===== config.mk =====
export PLATFORM = sky130hd
export DESIGN_NAME = sdw_port
export DESIGN_NICKNAME = d
export VERILOG_FILES = /design/src/rtl/sdw_sync.v /design/src/rtl/sdw_port.v
export VERILOG_INCLUDE_DIRS = /design/src /design/src/rtl
export SDC_FILE = /design/constraint.sdc
export NUM_CORES = 1
export LEC_CHECK = 0
export BUFFER_PORTS_ARGS = -buffer_cell sky130_fd_sc_hd__buf_2
export CAP_MARGIN = 20
export CORE_MARGIN = 2
export CORE_UTILIZATION = 55
export DETAILED_ROUTE_END_ITERATION = 10
export GPL_ROUTABILITY_DRIVEN = 0
export GPL_TIMING_DRIVEN = 0
export HOLD_SLACK_MARGIN = 0.1
export PLACE_DENSITY = 0.82
export SLEW_MARGIN = 5
export SYNTH_ARGS = -nofsm -noshare
export SYNTH_HDL_FRONTEND = slang
export SYNTH_SLANG_ARGS = --single-unit

===== constraint.sdc =====
create_clock -name core_clk -period 5.45 [get_ports core_clk]
set_input_delay 0.8175 -clock core_clk [delete_from_list [all_inputs] [get_ports core_clk]]
set_output_delay 0.8175 -clock core_clk [all_outputs]
set_load 0.05 [all_outputs]

===== src/rtl/sdw_defs.vh =====
// Constants and field layout of the serial converter write port
`ifndef SDW_DEFS_VH
`define SDW_DEFS_VH

// Register byte offsets
`define SDW_ADDR_CTRL 4'h0
`define SDW_ADDR_DATA 4'h4
`define SDW_ADDR_STAT 4'h8

// Control fields
`define SDW_CTRL_RISE_BIT 0
`define SDW_CTRL_RST 1'h0

// Data register fields
`define SDW_DATA_CODE_LSB 0
`define SDW_DATA_MODE_LSB 12

// Status fields
`define SDW_STAT_BUSY_BIT 0
`define SDW_STAT_SETTLED_BIT 1
`define SDW_STAT_ABORT_BIT 2
`define SDW_STAT_CNT_LSB 8

// Frame layout, positions in the assembled 16-bit word
`define SDW_FRAME_LEN 16
`define SDW_LAST_BIT 4'hf
`define SDW_MODE_HI 13
`define SDW_MODE_LO 12
`define SDW_CODE_HI 11
`define SDW_CODE_LO 2

// Operating modes
`define SDW_MODE_NORMAL 2'h0
`define SDW_MODE_GND_1K 2'h1
`define SDW_MODE_GND_100K 2'h2
`define SDW_MODE_OPEN 2'h3

// Reset values
`define SDW_CODE_RST 10'h000
`define SDW_MODE_RST 2'h0

// Wake-up interval and its cycle count at the core clock
`define SDW_CLK_MHZ 20
`define SDW_WAKE_NS 2500
`define SDW_WAKE_CYC ((`SDW_WAKE_NS * `SDW_CLK_MHZ + 999) / 1000)

`endif


===== src/rtl/sdw_sync.v =====
// Two-stage synchroniser for a group of pin inputs
module sdw_sync #(
   parameter WIDTH = 3,
   parameter [WIDTH-1:0] RST_VAL = {WIDTH{1'b1}}
) (
   input wire core_clk,
   input wire sys_rst,
   input wire [WIDTH-1:0] async_in,
   output reg [WIDTH-1:0] sync_out
);

   reg [WIDTH-1:0] meta_r;

   // First stage feeds only the second stage; reset to idle pin levels
   always @(posedge core_clk or posedge sys_rst) begin
      if (sys_rst) begin
         meta_r <= RST_VAL;
         sync_out <= RST_VAL;
      end else begin
         meta_r <= async_in;
         sync_out <= meta_r;
      end
   end

endmodule


===== src/rtl/sdw_port.v =====
// Write-only three-wire serial port of a 10-bit converter with register access
`include "sdw_defs.vh"

module sdw_port #(
   parameter CODE_W = 10,
   parameter WAKE_CYC = `SDW_WAKE_CYC
) (
   input wire core_clk,
   input wire sys_rst,
   // Serial link pins, all driven by the host
   input wire frame_sync_n,
   input wire shift_clk,
   input wire serial_din,
   // Avalon-MM slave
   input wire [3:0] avs_address,
   input wire avs_read,
   input wire avs_write,
   input wire [31:0] avs_writedata,
   input wire [3:0] avs_byteenable,
   output reg [31:0] avs_readdata,
   output reg avs_waitrequest,
   // Converter controls
   output reg [CODE_W-1:0] code_out,
   output reg [1:0] mode_out,
   output reg out_driven,
   output reg out_gnd_1k,
   output reg out_gnd_100k,
   output reg out_open
);

   localparam ST_IDLE = 3'b001;
   localparam ST_SHIFT = 3'b010;
   localparam ST_DONE = 3'b100;

   wire [2:0] pins_s;
   wire sync_n_s;
   wire sclk_s;
   wire din_s;
   reg sync_n_d_r;
   reg sclk_d_r;
   reg [2:0] state_r;
   reg [15:0] shreg_r;
   reg [3:0] bitcnt_r;
   reg rise_sel_r;
   reg abort_r;
   reg [7:0] frames_r;
   reg [12:0] wake_r;
   wire sync_fall;
   wire [1:0] new_mode;
   wire sclk_edge;
   wire [15:0] word;
   wire exec;
   wire access;
   wire clr_abort;

   // Three host-driven inputs, synchronised before use
   // Reset levels match idle pins: sync high, clock low, so no false edge
   sdw_sync #(
      .WIDTH(3),
      .RST_VAL(3'h5)
   ) u_sync (
      .core_clk(core_clk),
      .sys_rst(sys_rst),
      .async_in({frame_sync_n, shift_clk, serial_din}),
      .sync_out(pins_s)
   );

   assign sync_n_s = pins_s[2];
   assign sclk_s = pins_s[1];
   assign din_s = pins_s[0];

   // Edge detection on synchronised pins
   always @(posedge core_clk or posedge sys_rst) begin
      if (sys_rst) begin
         sync_n_d_r <= 1'b1;
         sclk_d_r <= 1'b0;
      end else begin
         sync_n_d_r <= sync_n_s;
         sclk_d_r <= sclk_s;
      end
   end

   assign sync_fall = sync_n_d_r & ~sync_n_s;
   // Falling edge by default, rising edge when selected
   assign sclk_edge = rise_sel_r ? (~sclk_d_r & sclk_s) : (sclk_d_r & ~sclk_s);
   // Newest bit lands at the bottom, first bit ends at the top
   assign word = {shreg_r[14:0], din_s};
   assign exec = state_r[1] & sclk_edge & (bitcnt_r == `SDW_LAST_BIT);
   // Mode field of the frame being completed
   assign new_mode = word[`SDW_MODE_HI:`SDW_MODE_LO];

   // One-hot output state {open, gnd_100k, gnd_1k, driven} of a mode code
   function [3:0] mode_state;
      input [1:0] mode;
      begin
         if (mode == `SDW_MODE_GND_1K) begin
            mode_state = 4'h2;
         end else if (mode == `SDW_MODE_GND_100K) begin
            mode_state = 4'h4;
         end else if (mode == `SDW_MODE_OPEN) begin
            mode_state = 4'h8;
         end else begin
            mode_state = 4'h1;
         end
      end
   endfunction

   // Frame state machine
   always @(posedge core_clk or posedge sys_rst) begin
      if (sys_rst) begin
         state_r <= ST_IDLE;
         shreg_r <= 16'h0000;
         bitcnt_r <= 4'h0;
      end else begin
         case (state_r)
            ST_IDLE: begin
               if (sync_fall) begin
                  state_r <= ST_SHIFT;
                  shreg_r <= 16'h0000;
                  bitcnt_r <= 4'h0;
               end
            end
            ST_SHIFT: begin
               if (sclk_edge) begin
                  shreg_r <= word;
                  bitcnt_r <= bitcnt_r + 4'h1;
                  if (bitcnt_r == `SDW_LAST_BIT) begin
                     state_r <= sync_n_s ? ST_IDLE : ST_DONE;
                  end
               end else if (sync_n_s) begin
                  state_r <= ST_IDLE;
                  shreg_r <= 16'h0000;
                  bitcnt_r <= 4'h0;
               end
            end
            ST_DONE: begin
               // Clock edges ignored until frame sync goes high
               if (sync_n_s) begin
                  state_r <= ST_IDLE;
               end
            end
            default: begin
               state_r <= ST_IDLE;
            end
         endcase
      end
   end

   // Code and mode update together, only on a complete frame
   always @(posedge core_clk or posedge sys_rst) begin
      if (sys_rst) begin
         code_out <= `SDW_CODE_RST;
         mode_out <= `SDW_MODE_RST;
         out_driven <= 1'b1;
         out_gnd_1k <= 1'b0;
         out_gnd_100k <= 1'b0;
         out_open <= 1'b0;
      end else if (exec) begin
         code_out <= word[`SDW_CODE_HI:`SDW_CODE_LO];
         mode_out <= new_mode;
         {out_open, out_gnd_100k, out_gnd_1k, out_driven} <= mode_state(new_mode);
      end
      // Otherwise code and mode hold, also across power-down
   end

   // Wake-up countdown after a return to normal mode
   always @(posedge core_clk or posedge sys_rst) begin
      if (sys_rst) begin
         wake_r <= 13'h0000;
      end else if (exec && mode_out != `SDW_MODE_NORMAL &&
                   new_mode == `SDW_MODE_NORMAL) begin
         wake_r <= WAKE_CYC[12:0];
      end else if (wake_r != 13'h0000) begin
         wake_r <= wake_r - 13'h0001;
      end
   end

   // Bus handshake: one wait-free cycle per request
   assign access = (avs_read | avs_write) & ~avs_waitrequest;
   assign clr_abort = access & avs_write & (avs_address == `SDW_ADDR_STAT) &
                      avs_byteenable[0] & avs_writedata[`SDW_STAT_ABORT_BIT];

   // Frame counter and sticky abort flag, set wins over clear
   always @(posedge core_clk or posedge sys_rst) begin
      if (sys_rst) begin
         frames_r <= 8'h00;
         abort_r <= 1'b0;
      end else begin
         if (exec) begin
            frames_r <= frames_r + 8'h01;
         end
         if (state_r[1] && !sclk_edge && sync_n_s) begin
            abort_r <= 1'b1;
         end else if (clr_abort) begin
            abort_r <= 1'b0;
         end
      end
   end

   // Register slave
   always @(posedge core_clk or posedge sys_rst) begin
      if (sys_rst) begin
         avs_waitrequest <= 1'b1;
         avs_readdata <= 32'h00000000;
         rise_sel_r <= `SDW_CTRL_RST;
      end else begin
         avs_waitrequest <= ~((avs_read | avs_write) & avs_waitrequest);
         if (avs_read && avs_waitrequest) begin
            if (avs_address == `SDW_ADDR_CTRL) begin
               avs_readdata <= {31'h00000000, rise_sel_r};
            end else if (avs_address == `SDW_ADDR_DATA) begin
               avs_readdata <= {18'h00000, mode_out, 2'h0, code_out};
            end else if (avs_address == `SDW_ADDR_STAT) begin
               avs_readdata <= {16'h0000, frames_r, 5'h00, abort_r,
                                (wake_r == 13'h0000), ~state_r[0]};
            end else begin
               avs_readdata <= 32'h00000000;
            end
         end
         if (access && avs_write && avs_address == `SDW_ADDR_CTRL && avs_byteenable[0]) begin
            rise_sel_r <= avs_writedata[`SDW_CTRL_RISE_BIT];
         end
      end
   end

endmodule


==> results of run 1 <==
per-stage QoR:
step | setup slack, ns | hold WS [ns] | util [%] | cell area [um^2]
after CTS | 3.41 | 0.359 | 65.2 | 4360
after global routing | 3.30 | 0.363 | 65.2 | 4360
after global placement | 1.59 | 0.346 | 61.9 | 4140
after floorplan | 2.48 | 0.331 | - | 3800
after detailed placement | 3.20 | 0.347 | 62.2 | 4160
final | 3.41 | 0.359 | 65.2 | 4360
cells by family after synthesis:
group / count (synthesis) / synth area share [%]
xor gates and xnor gates: 8 / 1.87
DFF: 84 / 56.3
muxes: 6 / 1.74
and+or+nand+nor: 147 / 19.6
AOI/OAI and AO/OA: 74 / 13.7
buffers and inverters: 33 / 5.34
adders and majority gates: 4 / 1.34
other: 1 / 0.100
critical path: stages (launching register included):
cell,delay [ns]
sky130_fd_sc_hd__dfrtp_1,0.43
sky130_fd_sc_hd__or3b_1,0.37
sky130_fd_sc_hd__buf_2,0.18
sky130_fd_sc_hd__a21oi_1,0.54
sky130_fd_sc_hd__buf_2,0.32
sky130_fd_sc_hd__nand2_1,0.08
sky130_fd_sc_hd__nand2_1,0.06
power by group through the flow:
stage / sequential, uW / clock (uW) / combinational [uW]
2_1_floorplan: 665 / 0 / 67.3
3_3_place_gp: 656 / 0 / 95.6
3_5_place_dp: 657 / 0 / 99.3
4_1_cts: 645 / 457 / 99.5
5_1_grt: 647 / 486 / 107
6_report: 645 / 451 / 98.8
cells in the mapped netlist (2+ instances only):
cell	instances
sky130_fd_sc_hd__a22o_1	14
sky130_fd_sc_hd__nand3_1	6
sky130_fd_sc_hd__nor4_1	4
sky130_fd_sc_hd__nand4_1	4
sky130_fd_sc_hd__buf_4	17
sky130_fd_sc_hd__dfstp_2	8
sky130_fd_sc_hd__o21ai_0	20
sky130_fd_sc_hd__buf_2	4
sky130_fd_sc_hd__or4_1	3
sky130_fd_sc_hd__nor2_1	13
sky130_fd_sc_hd__nor3_1	5
sky130_fd_sc_hd__nor3b_1	3
sky130_fd_sc_hd__a22oi_1	5
sky130_fd_sc_hd__clkbuf_1	7
sky130_fd_sc_hd__o31ai_1	4
sky130_fd_sc_hd__inv_1	4
sky130_fd_sc_hd__nand2_1	79
sky130_fd_sc_hd__xnor2_1	5
sky130_fd_sc_hd__and2_1	2
sky130_fd_sc_hd__ha_1	4
sky130_fd_sc_hd__a21oi_1	17
sky130_fd_sc_hd__xor2_1	3
sky130_fd_sc_hd__dfrtp_1	76
sky130_fd_sc_hd__mux2i_1	2
sky130_fd_sc_hd__mux2_2	4
sky130_fd_sc_hd__and3_1	2
sky130_fd_sc_hd__a31oi_1	2
sky130_fd_sc_hd__or2_2	3
sky130_fd_sc_hd__nand3b_1	3
sky130_fd_sc_hd__or3_1	3
sky130_fd_sc_hd__nand2b_1	6
sky130_fd_sc_hd__nor2b_1	2
final timing paths:
check / startpoint / endpoint / slack [ns] / cells past startpoint
min reg2reg: u_sync.meta_r[2]$_DFF_PP1_ / u_sync.sync_out[2]$_DFF_PP1_ / 0.36 / 0
min in group asynchronous: sys_rst / mode_out[0]$_DFFE_PP0P_ / 0.49 / 2
min: u_sync.meta_r[2]$_DFF_PP1_ / u_sync.sync_out[2]$_DFF_PP1_ / 0.36 / 0
max: rise_sel_r$_DFFE_PP0P_ / code_out[0]$_DFFE_PP0P_ / 3.41 / 6
max reg2reg: rise_sel_r$_DFFE_PP0P_ / code_out[0]$_DFFE_PP0P_ / 3.41 / 6
max in group asynchronous: sys_rst / avs_waitrequest$_DFF_PP1_ / 4.30 / 3
routing by layer:
layer	part of all wire (%)	vias to the layer above	wire length (um)	global-route usage [%]
met4	1.7	0	127	6.53
met1	45	1347	3360	28.4
met5	0	-	0	0
met2	48	81	3580	33.1
li1	-	1382	-	-
met3	5.2	14	385	5.81
flip-flops by register name (all words and copies together), names as in the netlist, 4 cells and up:
| name | flops |
|---|---|
| frames_r | 8 |
| avs_readdata | 16 |
| wake_r | 13 |
| code_out | 10 |
| bitcnt_r | 4 |
| shreg_r | 13 |
layout make-up:
type / count / area [um^2]
flip-flops and latches: 84 / 2110
plain buffers: 29 / 185
fillers: 531 / 2320
well taps: 80 / 100
clock inverters: 6 / 73.8
clock buffers: 10 / 128
multi-input cells: 255 / 1490
inverters: 4 / 17.5
repair buffers: 47 / 250
==> metrics.log, run 1 <==
[metrics] routed wire length: 7450 um
[metrics] dpl hpwl: 5370 um
[metrics] via count of the first global-routing pass: 2544
[metrics] number of detailed-route iterations in the first pass: 4
[metrics] count of different cell masters after synthesis: 55
[metrics] TritonCTS clock tree: built
[metrics] total of endpoints with negative setup slack in the final report: 0
[metrics] all-layer global routing usage: 21.0%
[metrics] data arrival time at the worst-slack endpoint: 2.34 ns
[metrics] wire length per cell after detailed routing: 14.5 um
[metrics] Core ar.: 0.00668 mm^2
[metrics] vertical die dimension: just under 90 um
[metrics] result of the run: complete, no violations
[metrics] area leader, netlist: sky130_fd_sc_hd__dfrtp_1
[metrics] data required time of the worst path: 5.74 ns
[metrics] std cell rows: 30
[metrics] post-layout net count: 481
[metrics] cts bufs inserted: 9
[metrics] count of buffers inserted at the top-level ports: 46
[metrics] setup_tns: 0 ns
[metrics] total DRC errors in the routed layout: 0
[metrics] Tightest Pin Transition: 0.635 ns
[metrics] upper clock frequency limit: 490 MHz
[metrics] Horiz. Die Dim: 86.6 um
[metrics] Setup CP Type: reg -> reg
[metrics] power share of the sequential group: 54.0%
[metrics] final cell count without fillers: approximately 500
[metrics] number of vias after detailed routing: 2824
[metrics] Max IR drop VDD: 0.144 mV
[metrics] CTS Root Cell: sky130_fd_sc_hd__clkbuf_8
[metrics] number of buffers on the longest clock path: 2
[metrics] top cell type's share of synthesized area: 50.7%
[metrics] final antenna diode count: 0
[metrics] highest fanout seen on the critical path: 10
[metrics] H-Tree Depth: 3
[metrics] total standard cell area after synthesis: 0.00375 mm^2
[metrics] power share of the clock group: 37.7%
[metrics] post-cts hold buffer count: 0
[metrics] Syn Area/Cell: 10.5 um^2
[metrics] relative slew slack: 57.7%
[metrics] buffers inserted by post-CTS timing repair: 0
[metrics] Sw Pwr: around 310 uW
[metrics] startpoint type of the worst setup path: register
[metrics] Worst-path clk slew: 0.08 ns
[metrics] synthesized netlist cell count: 357
[metrics] count of placed standard cells including taps: 499
[metrics] largest net degree at the start of global routing: 45
[metrics] total number of clock tree sinks: 84
[metrics] initial cell density of the core: 56.1%
[metrics] source-to-sink clock delay at the later pin of the worst-skew pair: 0.37 ns
[metrics] Post-synth EDFFs: 0
[metrics] main flop type after synthesis: sky130_fd_sc_hd__dfrtp_1
[metrics] sequential cell area fraction in the yosys report: between 50 and 60%
[metrics] number of register bits inferred by synthesis: 84
[metrics] post-synthesis to final-layout area growth: 16.3%
[metrics] first-pass GRT wire length: 12200 um
[metrics] Resized cells post-CTS: 0
[metrics] ratio of cells with drive above 1 in the final layout: 24.4%
[metrics] final worst path period need: 2.04 ns
[metrics] remaining antenna violation count: 0
[metrics] antenna violations before repair: 0
[metrics] worst clock skew: 0.0169 ns
[metrics] final count of hold timing violations: 0
[metrics] highest-count cells in the layout ignoring fill and taps: 79 x sky130_fd_sc_hd__nand2_1, 76 x sky130_fd_sc_hd__dfrtp_1, 50 x sky130_fd_sc_hd__buf_2
[metrics] Comb power frac: under 10%
[metrics] net switching fraction of the power: around a quarter
[metrics] number of pins exceeding their max-slew limit in the final report: 0
[metrics] share of async-settable or async-resettable flops after synthesis: 100%
[metrics] overall overflow remaining after global route: 0
[metrics] Pleak: 0.00223 uW
[metrics] most frequent standard cell in the layout excluding fill and tap cells: sky130_fd_sc_hd__nand2_1
[metrics] main area contributors after synthesis: sky130_fd_sc_hd__dfrtp_1 51%, sky130_fd_sc_hd__nand2_1 7.9%, sky130_fd_sc_hd__dfstp_2 5.6%
[metrics] power per cell area: 274 mW/mm^2
[metrics] crit path capture type: register
[metrics] HP Class: reg -> reg
[metrics] drt via density: 5.48
[metrics] setup repair after global routing missed its margin: false
[metrics] final worst path period share: 37.5%
[metrics] number of max-cap violations: 0
[metrics] PnR Total Power: roughly 1200 uW
[metrics] count of routing violations after the opening detailed-route iteration: 201
[metrics] area of the die: around 0.0075 mm^2
[metrics] boundary pin count: 96
[metrics] Syn. warnings: 0
[metrics] Internal Pwr Total: 880 uW
Power figures use the tool's default switching activity.
==> inputs of run 2 (changes only) <==
--- a/config.mk
+++ b/config.mk
@@ -9,12 +9,12 @@
 export BUFFER_PORTS_ARGS = -buffer_cell sky130_fd_sc_hd__buf_2
 export CAP_MARGIN = 20
 export CORE_MARGIN = 2
-export CORE_UTILIZATION = 55
+export CORE_UTILIZATION = 53
 export DETAILED_ROUTE_END_ITERATION = 10
 export GPL_ROUTABILITY_DRIVEN = 0
 export GPL_TIMING_DRIVEN = 0
 export HOLD_SLACK_MARGIN = 0.1
-export PLACE_DENSITY = 0.82
+export PLACE_DENSITY = 0.8
 export SLEW_MARGIN = 5
 export SYNTH_ARGS = -nofsm -noshare
 export SYNTH_HDL_FRONTEND = slang
==> constraint.sdc (replaced) <==
create_clock -name core_clk -period 2 [get_ports core_clk]
set_input_delay 0.3 -clock core_clk [delete_from_list [all_inputs] [get_ports core_clk]]
set_output_delay 0.3 -clock core_clk [all_outputs]
set_load 0.05 [all_outputs]
==> metrics.log, run 2 (synthesis gave the netlist of run 1 again) <==
[metrics] result of the run: complete, no violations
[metrics] highest fanout seen on the critical path: 10 (unchanged)
[metrics] CTS Root Cell: sky130_fd_sc_hd__clkbuf_8
[metrics] Horiz. Die Dim: 88.1 um (+1.8%)
[metrics] upper clock frequency limit: 519 MHz (+6.1%)
[metrics] count of routing violations after the opening detailed-route iteration: 178 (-11%)
[metrics] number of vias after detailed routing: 2875 (+1.8%)
[metrics] worst slack after detailed placement: 0.0180 ns (-3.19 ns)
[metrics] data arrival time at the worst-slack endpoint: 2.16 ns (-0.18 ns)
[metrics] biggest registers after layout: avs_readdata (16), shreg_r (13), wake_r (13)
[metrics] HP Class: in -> reg
[metrics] worst setup slack after layout: 0.0747 ns (-3.33 ns)
[metrics] routed wire length: 7590 um (+1.9%)
[metrics] highest-count cells in the layout ignoring fill and taps: 78 x sky130_fd_sc_hd__nand2_1, 76 x sky130_fd_sc_hd__dfrtp_1, 50 x sky130_fd_sc_hd__buf_2
[metrics] post-synthesis to final-layout area growth: 20.3%
[metrics] Top reg by flops: avs_readdata
[metrics] power share of the clock group: 38.0% (+0.3 points)
[metrics] ratio of cells with drive above 1 in the final layout: 26.1% (+1.7 points)
[metrics] count of buffers inserted at the top-level ports: 46 (unchanged)
[metrics] Core ar.: 0.00683 mm^2 (+2.2%)
[metrics] vertical die dimension: 88.1 um (+1.8%)
[metrics] final worst path period share: 96.3% (+59 points)
[metrics] all-layer global routing usage: 21.1% (+0.10 points)
[metrics] antenna violations before repair: 0 (unchanged)
[metrics] post-layout net count: 491 (+2.1%)
[metrics] first-pass GRT wire length: 12500 um (+2.2%)
[metrics] number of cells on the worst reg-to-reg path: 5 (-1)
[metrics] setup_tns: 0 ns (unchanged)
[metrics] largest net degree at the start of global routing: 39 (-13%)
[metrics] Pleak: 0.00229 uW (+2.6%)
[metrics] most frequent standard cell in the layout excluding fill and tap cells: sky130_fd_sc_hd__nand2_1
[metrics] final worst path period need: 1.93 ns (-0.117 ns)
[metrics] power share of the sequential group: 53.4% (-0.6 points)
[metrics] overall overflow remaining after global route: 0 (unchanged)
[metrics] number of flip-flops under the largest register name: 16 (unchanged)
[metrics] boundary pin count: 96 (unchanged)
[metrics] worst r2r dst: bitcnt_r[1]$_DFFE_PP0P_
[metrics] GR peak layer: met2
[metrics] source-to-sink clock delay at the later pin of the worst-skew pair: 0.35 ns (-0.02 ns)
[metrics] area of the die: 0.00776 mm^2 (+3.6%)
[metrics] worst hold slack across all endpoints: 0.133 ns (-0.226 ns)
[metrics] worst reg2reg setup slack: 0.07 ns (-3.33 ns)
[metrics] Global Route met1 Usage: 29.3% (+0.91 points)
[metrics] Setup CP Type: reg -> reg
[metrics] Comb power frac: 8.6% (+0.3 points)
[metrics] total of endpoints with negative setup slack in the final report: 0 (unchanged)
[metrics] worst clock skew: 0.0107 ns (-0.00628 ns)
[metrics] total number of clock tree sinks: 84 (unchanged)
[metrics] startpoint type of the worst setup path: register
[metrics] final antenna diode count: 0 (unchanged)
[metrics] Worst-path clk slew: 0.09 ns (about the same)
[metrics] endpoint with the worst hold slack: avs_waitrequest$_DFF_PP1_
[metrics] total DRC errors in the routed layout: 0 (unchanged)
[metrics] power per cell area: 730 mW/mm^2 (+170%)
[metrics] source of the worst hold timing path: avs_read
[metrics] number of detailed-route iterations in the first pass: 4 (unchanged)
[metrics] number of pins exceeding their max-slew limit in the final report: 0 (unchanged)
[metrics] Max IR drop VDD: 0.383 mV (+170%)
[metrics] crit path capture type: register
[metrics] via count of the first global-routing pass: 2626 (+3.2%)
[metrics] number of max-cap violations: 0 (unchanged)
[metrics] data required time of the worst path: 2.24 ns (-3.50 ns)
[metrics] remaining antenna violation count: 0 (unchanged)
[metrics] net switching fraction of the power: 25.9% (-0.42 points)
[metrics] cts bufs inserted: 9 (unchanged)
[metrics] H-Tree Depth: 3 (unchanged)
[metrics] met2 track demand over resource in global routing: 32.3% (-0.85 points)
[metrics] dpl hpwl: 5400 um (+0.62%)
[metrics] number of buffers on the longest clock path: 2 (unchanged)
[metrics] initial cell density of the core: 54.9% (-1.2 points)
[metrics] Internal Pwr Total: 2440 uW (+180%)
[metrics] hold-critical path depth: 2 (+2)
[metrics] met3 usage: 4.15% (-1.7 points)
[metrics] final count of hold timing violations: 0 (unchanged)
[metrics] drt via density: 5.31 (-3.1%)
[metrics] wire length per cell after detailed routing: 14.0 um (-3.0%)
[metrics] std cell rows: 30 (unchanged)
[metrics] startpoint of the worst-slack reg-to-reg timing path: state_r[0]$_DFFE_PP1P_
[metrics] Sw Pwr: 852 uW (+170%)
[metrics] TritonCTS clock tree: built
run 2: worst max path at each step:
stage	cells past startpoint	end	from	slack [ns]
6_report	5	bitcnt_r[1]$_DFFE_PP0P_	state_r[0]$_DFFE_PP1P_	0.07
3_5_place_dp	6	code_out[2]$_DFFE_PP0P_	rise_sel_r$_DFFE_PP0P_	0.02
4_1_cts	5	bitcnt_r[1]$_DFFE_PP0P_	sync_n_d_r$_DFF_PP1_	0.02
2_1_floorplan	5	shreg_r[5]$_DFFE_PP0P_	sync_n_d_r$_DFF_PP1_	0.22
5_1_grt	5	bitcnt_r[1]$_DFFE_PP0P_	state_r[0]$_DFFE_PP1P_	-0.003
3_3_place_gp	5	bitcnt_r[1]$_DFFE_PP0P_	state_r[0]$_DFFE_PP1P_	0.05
run 2: worst max-delay path, cell delays in order (launching register included):
cell and delay (ns):
sky130_fd_sc_hd__dfstp_2 0.61, sky130_fd_sc_hd__or4bb_1 0.46, sky130_fd_sc_hd__a21oi_1 0.20, sky130_fd_sc_hd__nand2_2 0.14, sky130_fd_sc_hd__buf_2 0.21, sky130_fd_sc_hd__a22o_1 0.20
run 2: per-stage QoR:
step | total power, uW | utilization [%] | instances | instance area, um^2
floorplan | 2000 | - | 372 | 3810
global placement | 2050 | 60.9 | 514 | 4160
detailed placement | 2070 | 61.5 | 516 | 4200
CTS | 3320 | 65.3 | 537 | 4460
global route | 3420 | 66.0 | 541 | 4510
finish | 3290 | 66.0 | 541 | 4510
run 2: layer usage:
metal	vias to the layer above	part of all wire, %
met4	0	1.4
li1	1395	-
met1	1397	47
met3	10	4.4
met2	73	47
met5	-	0
run 2: area by class of cell:
type	instances	area, um^2
repair buffers	57	350
flip-flops and latches	84	2110
well taps	96	120
multi-input cells	255	1510
inverters	4	18.8
clock inverters	6	71.3
clock buffers	10	138
fillers	537	2320
plain buffers	29	186
run 2: repair_timing:
action	CTS	global route
setup endpoints to repair	6	25
pin swaps	0	2
gates resized for setup	1	5
endpoints found under the hold margin	13	0
cloned	0	0
buffers inserted	0	4
hold buffers	5	0
run 2: power by group through the flow:
| stage | clock, uW | combinational, uW | sequential, uW |
|---|---|---|---|
| after floorplan | 0 | 184 | 1810 |
| after global placement | 0 | 262 | 1790 |
| after detailed placement | 0 | 276 | 1790 |
| after CTS | 1270 | 284 | 1760 |
| after global routing | 1340 | 311 | 1760 |
| final | 1250 | 285 | 1760 |
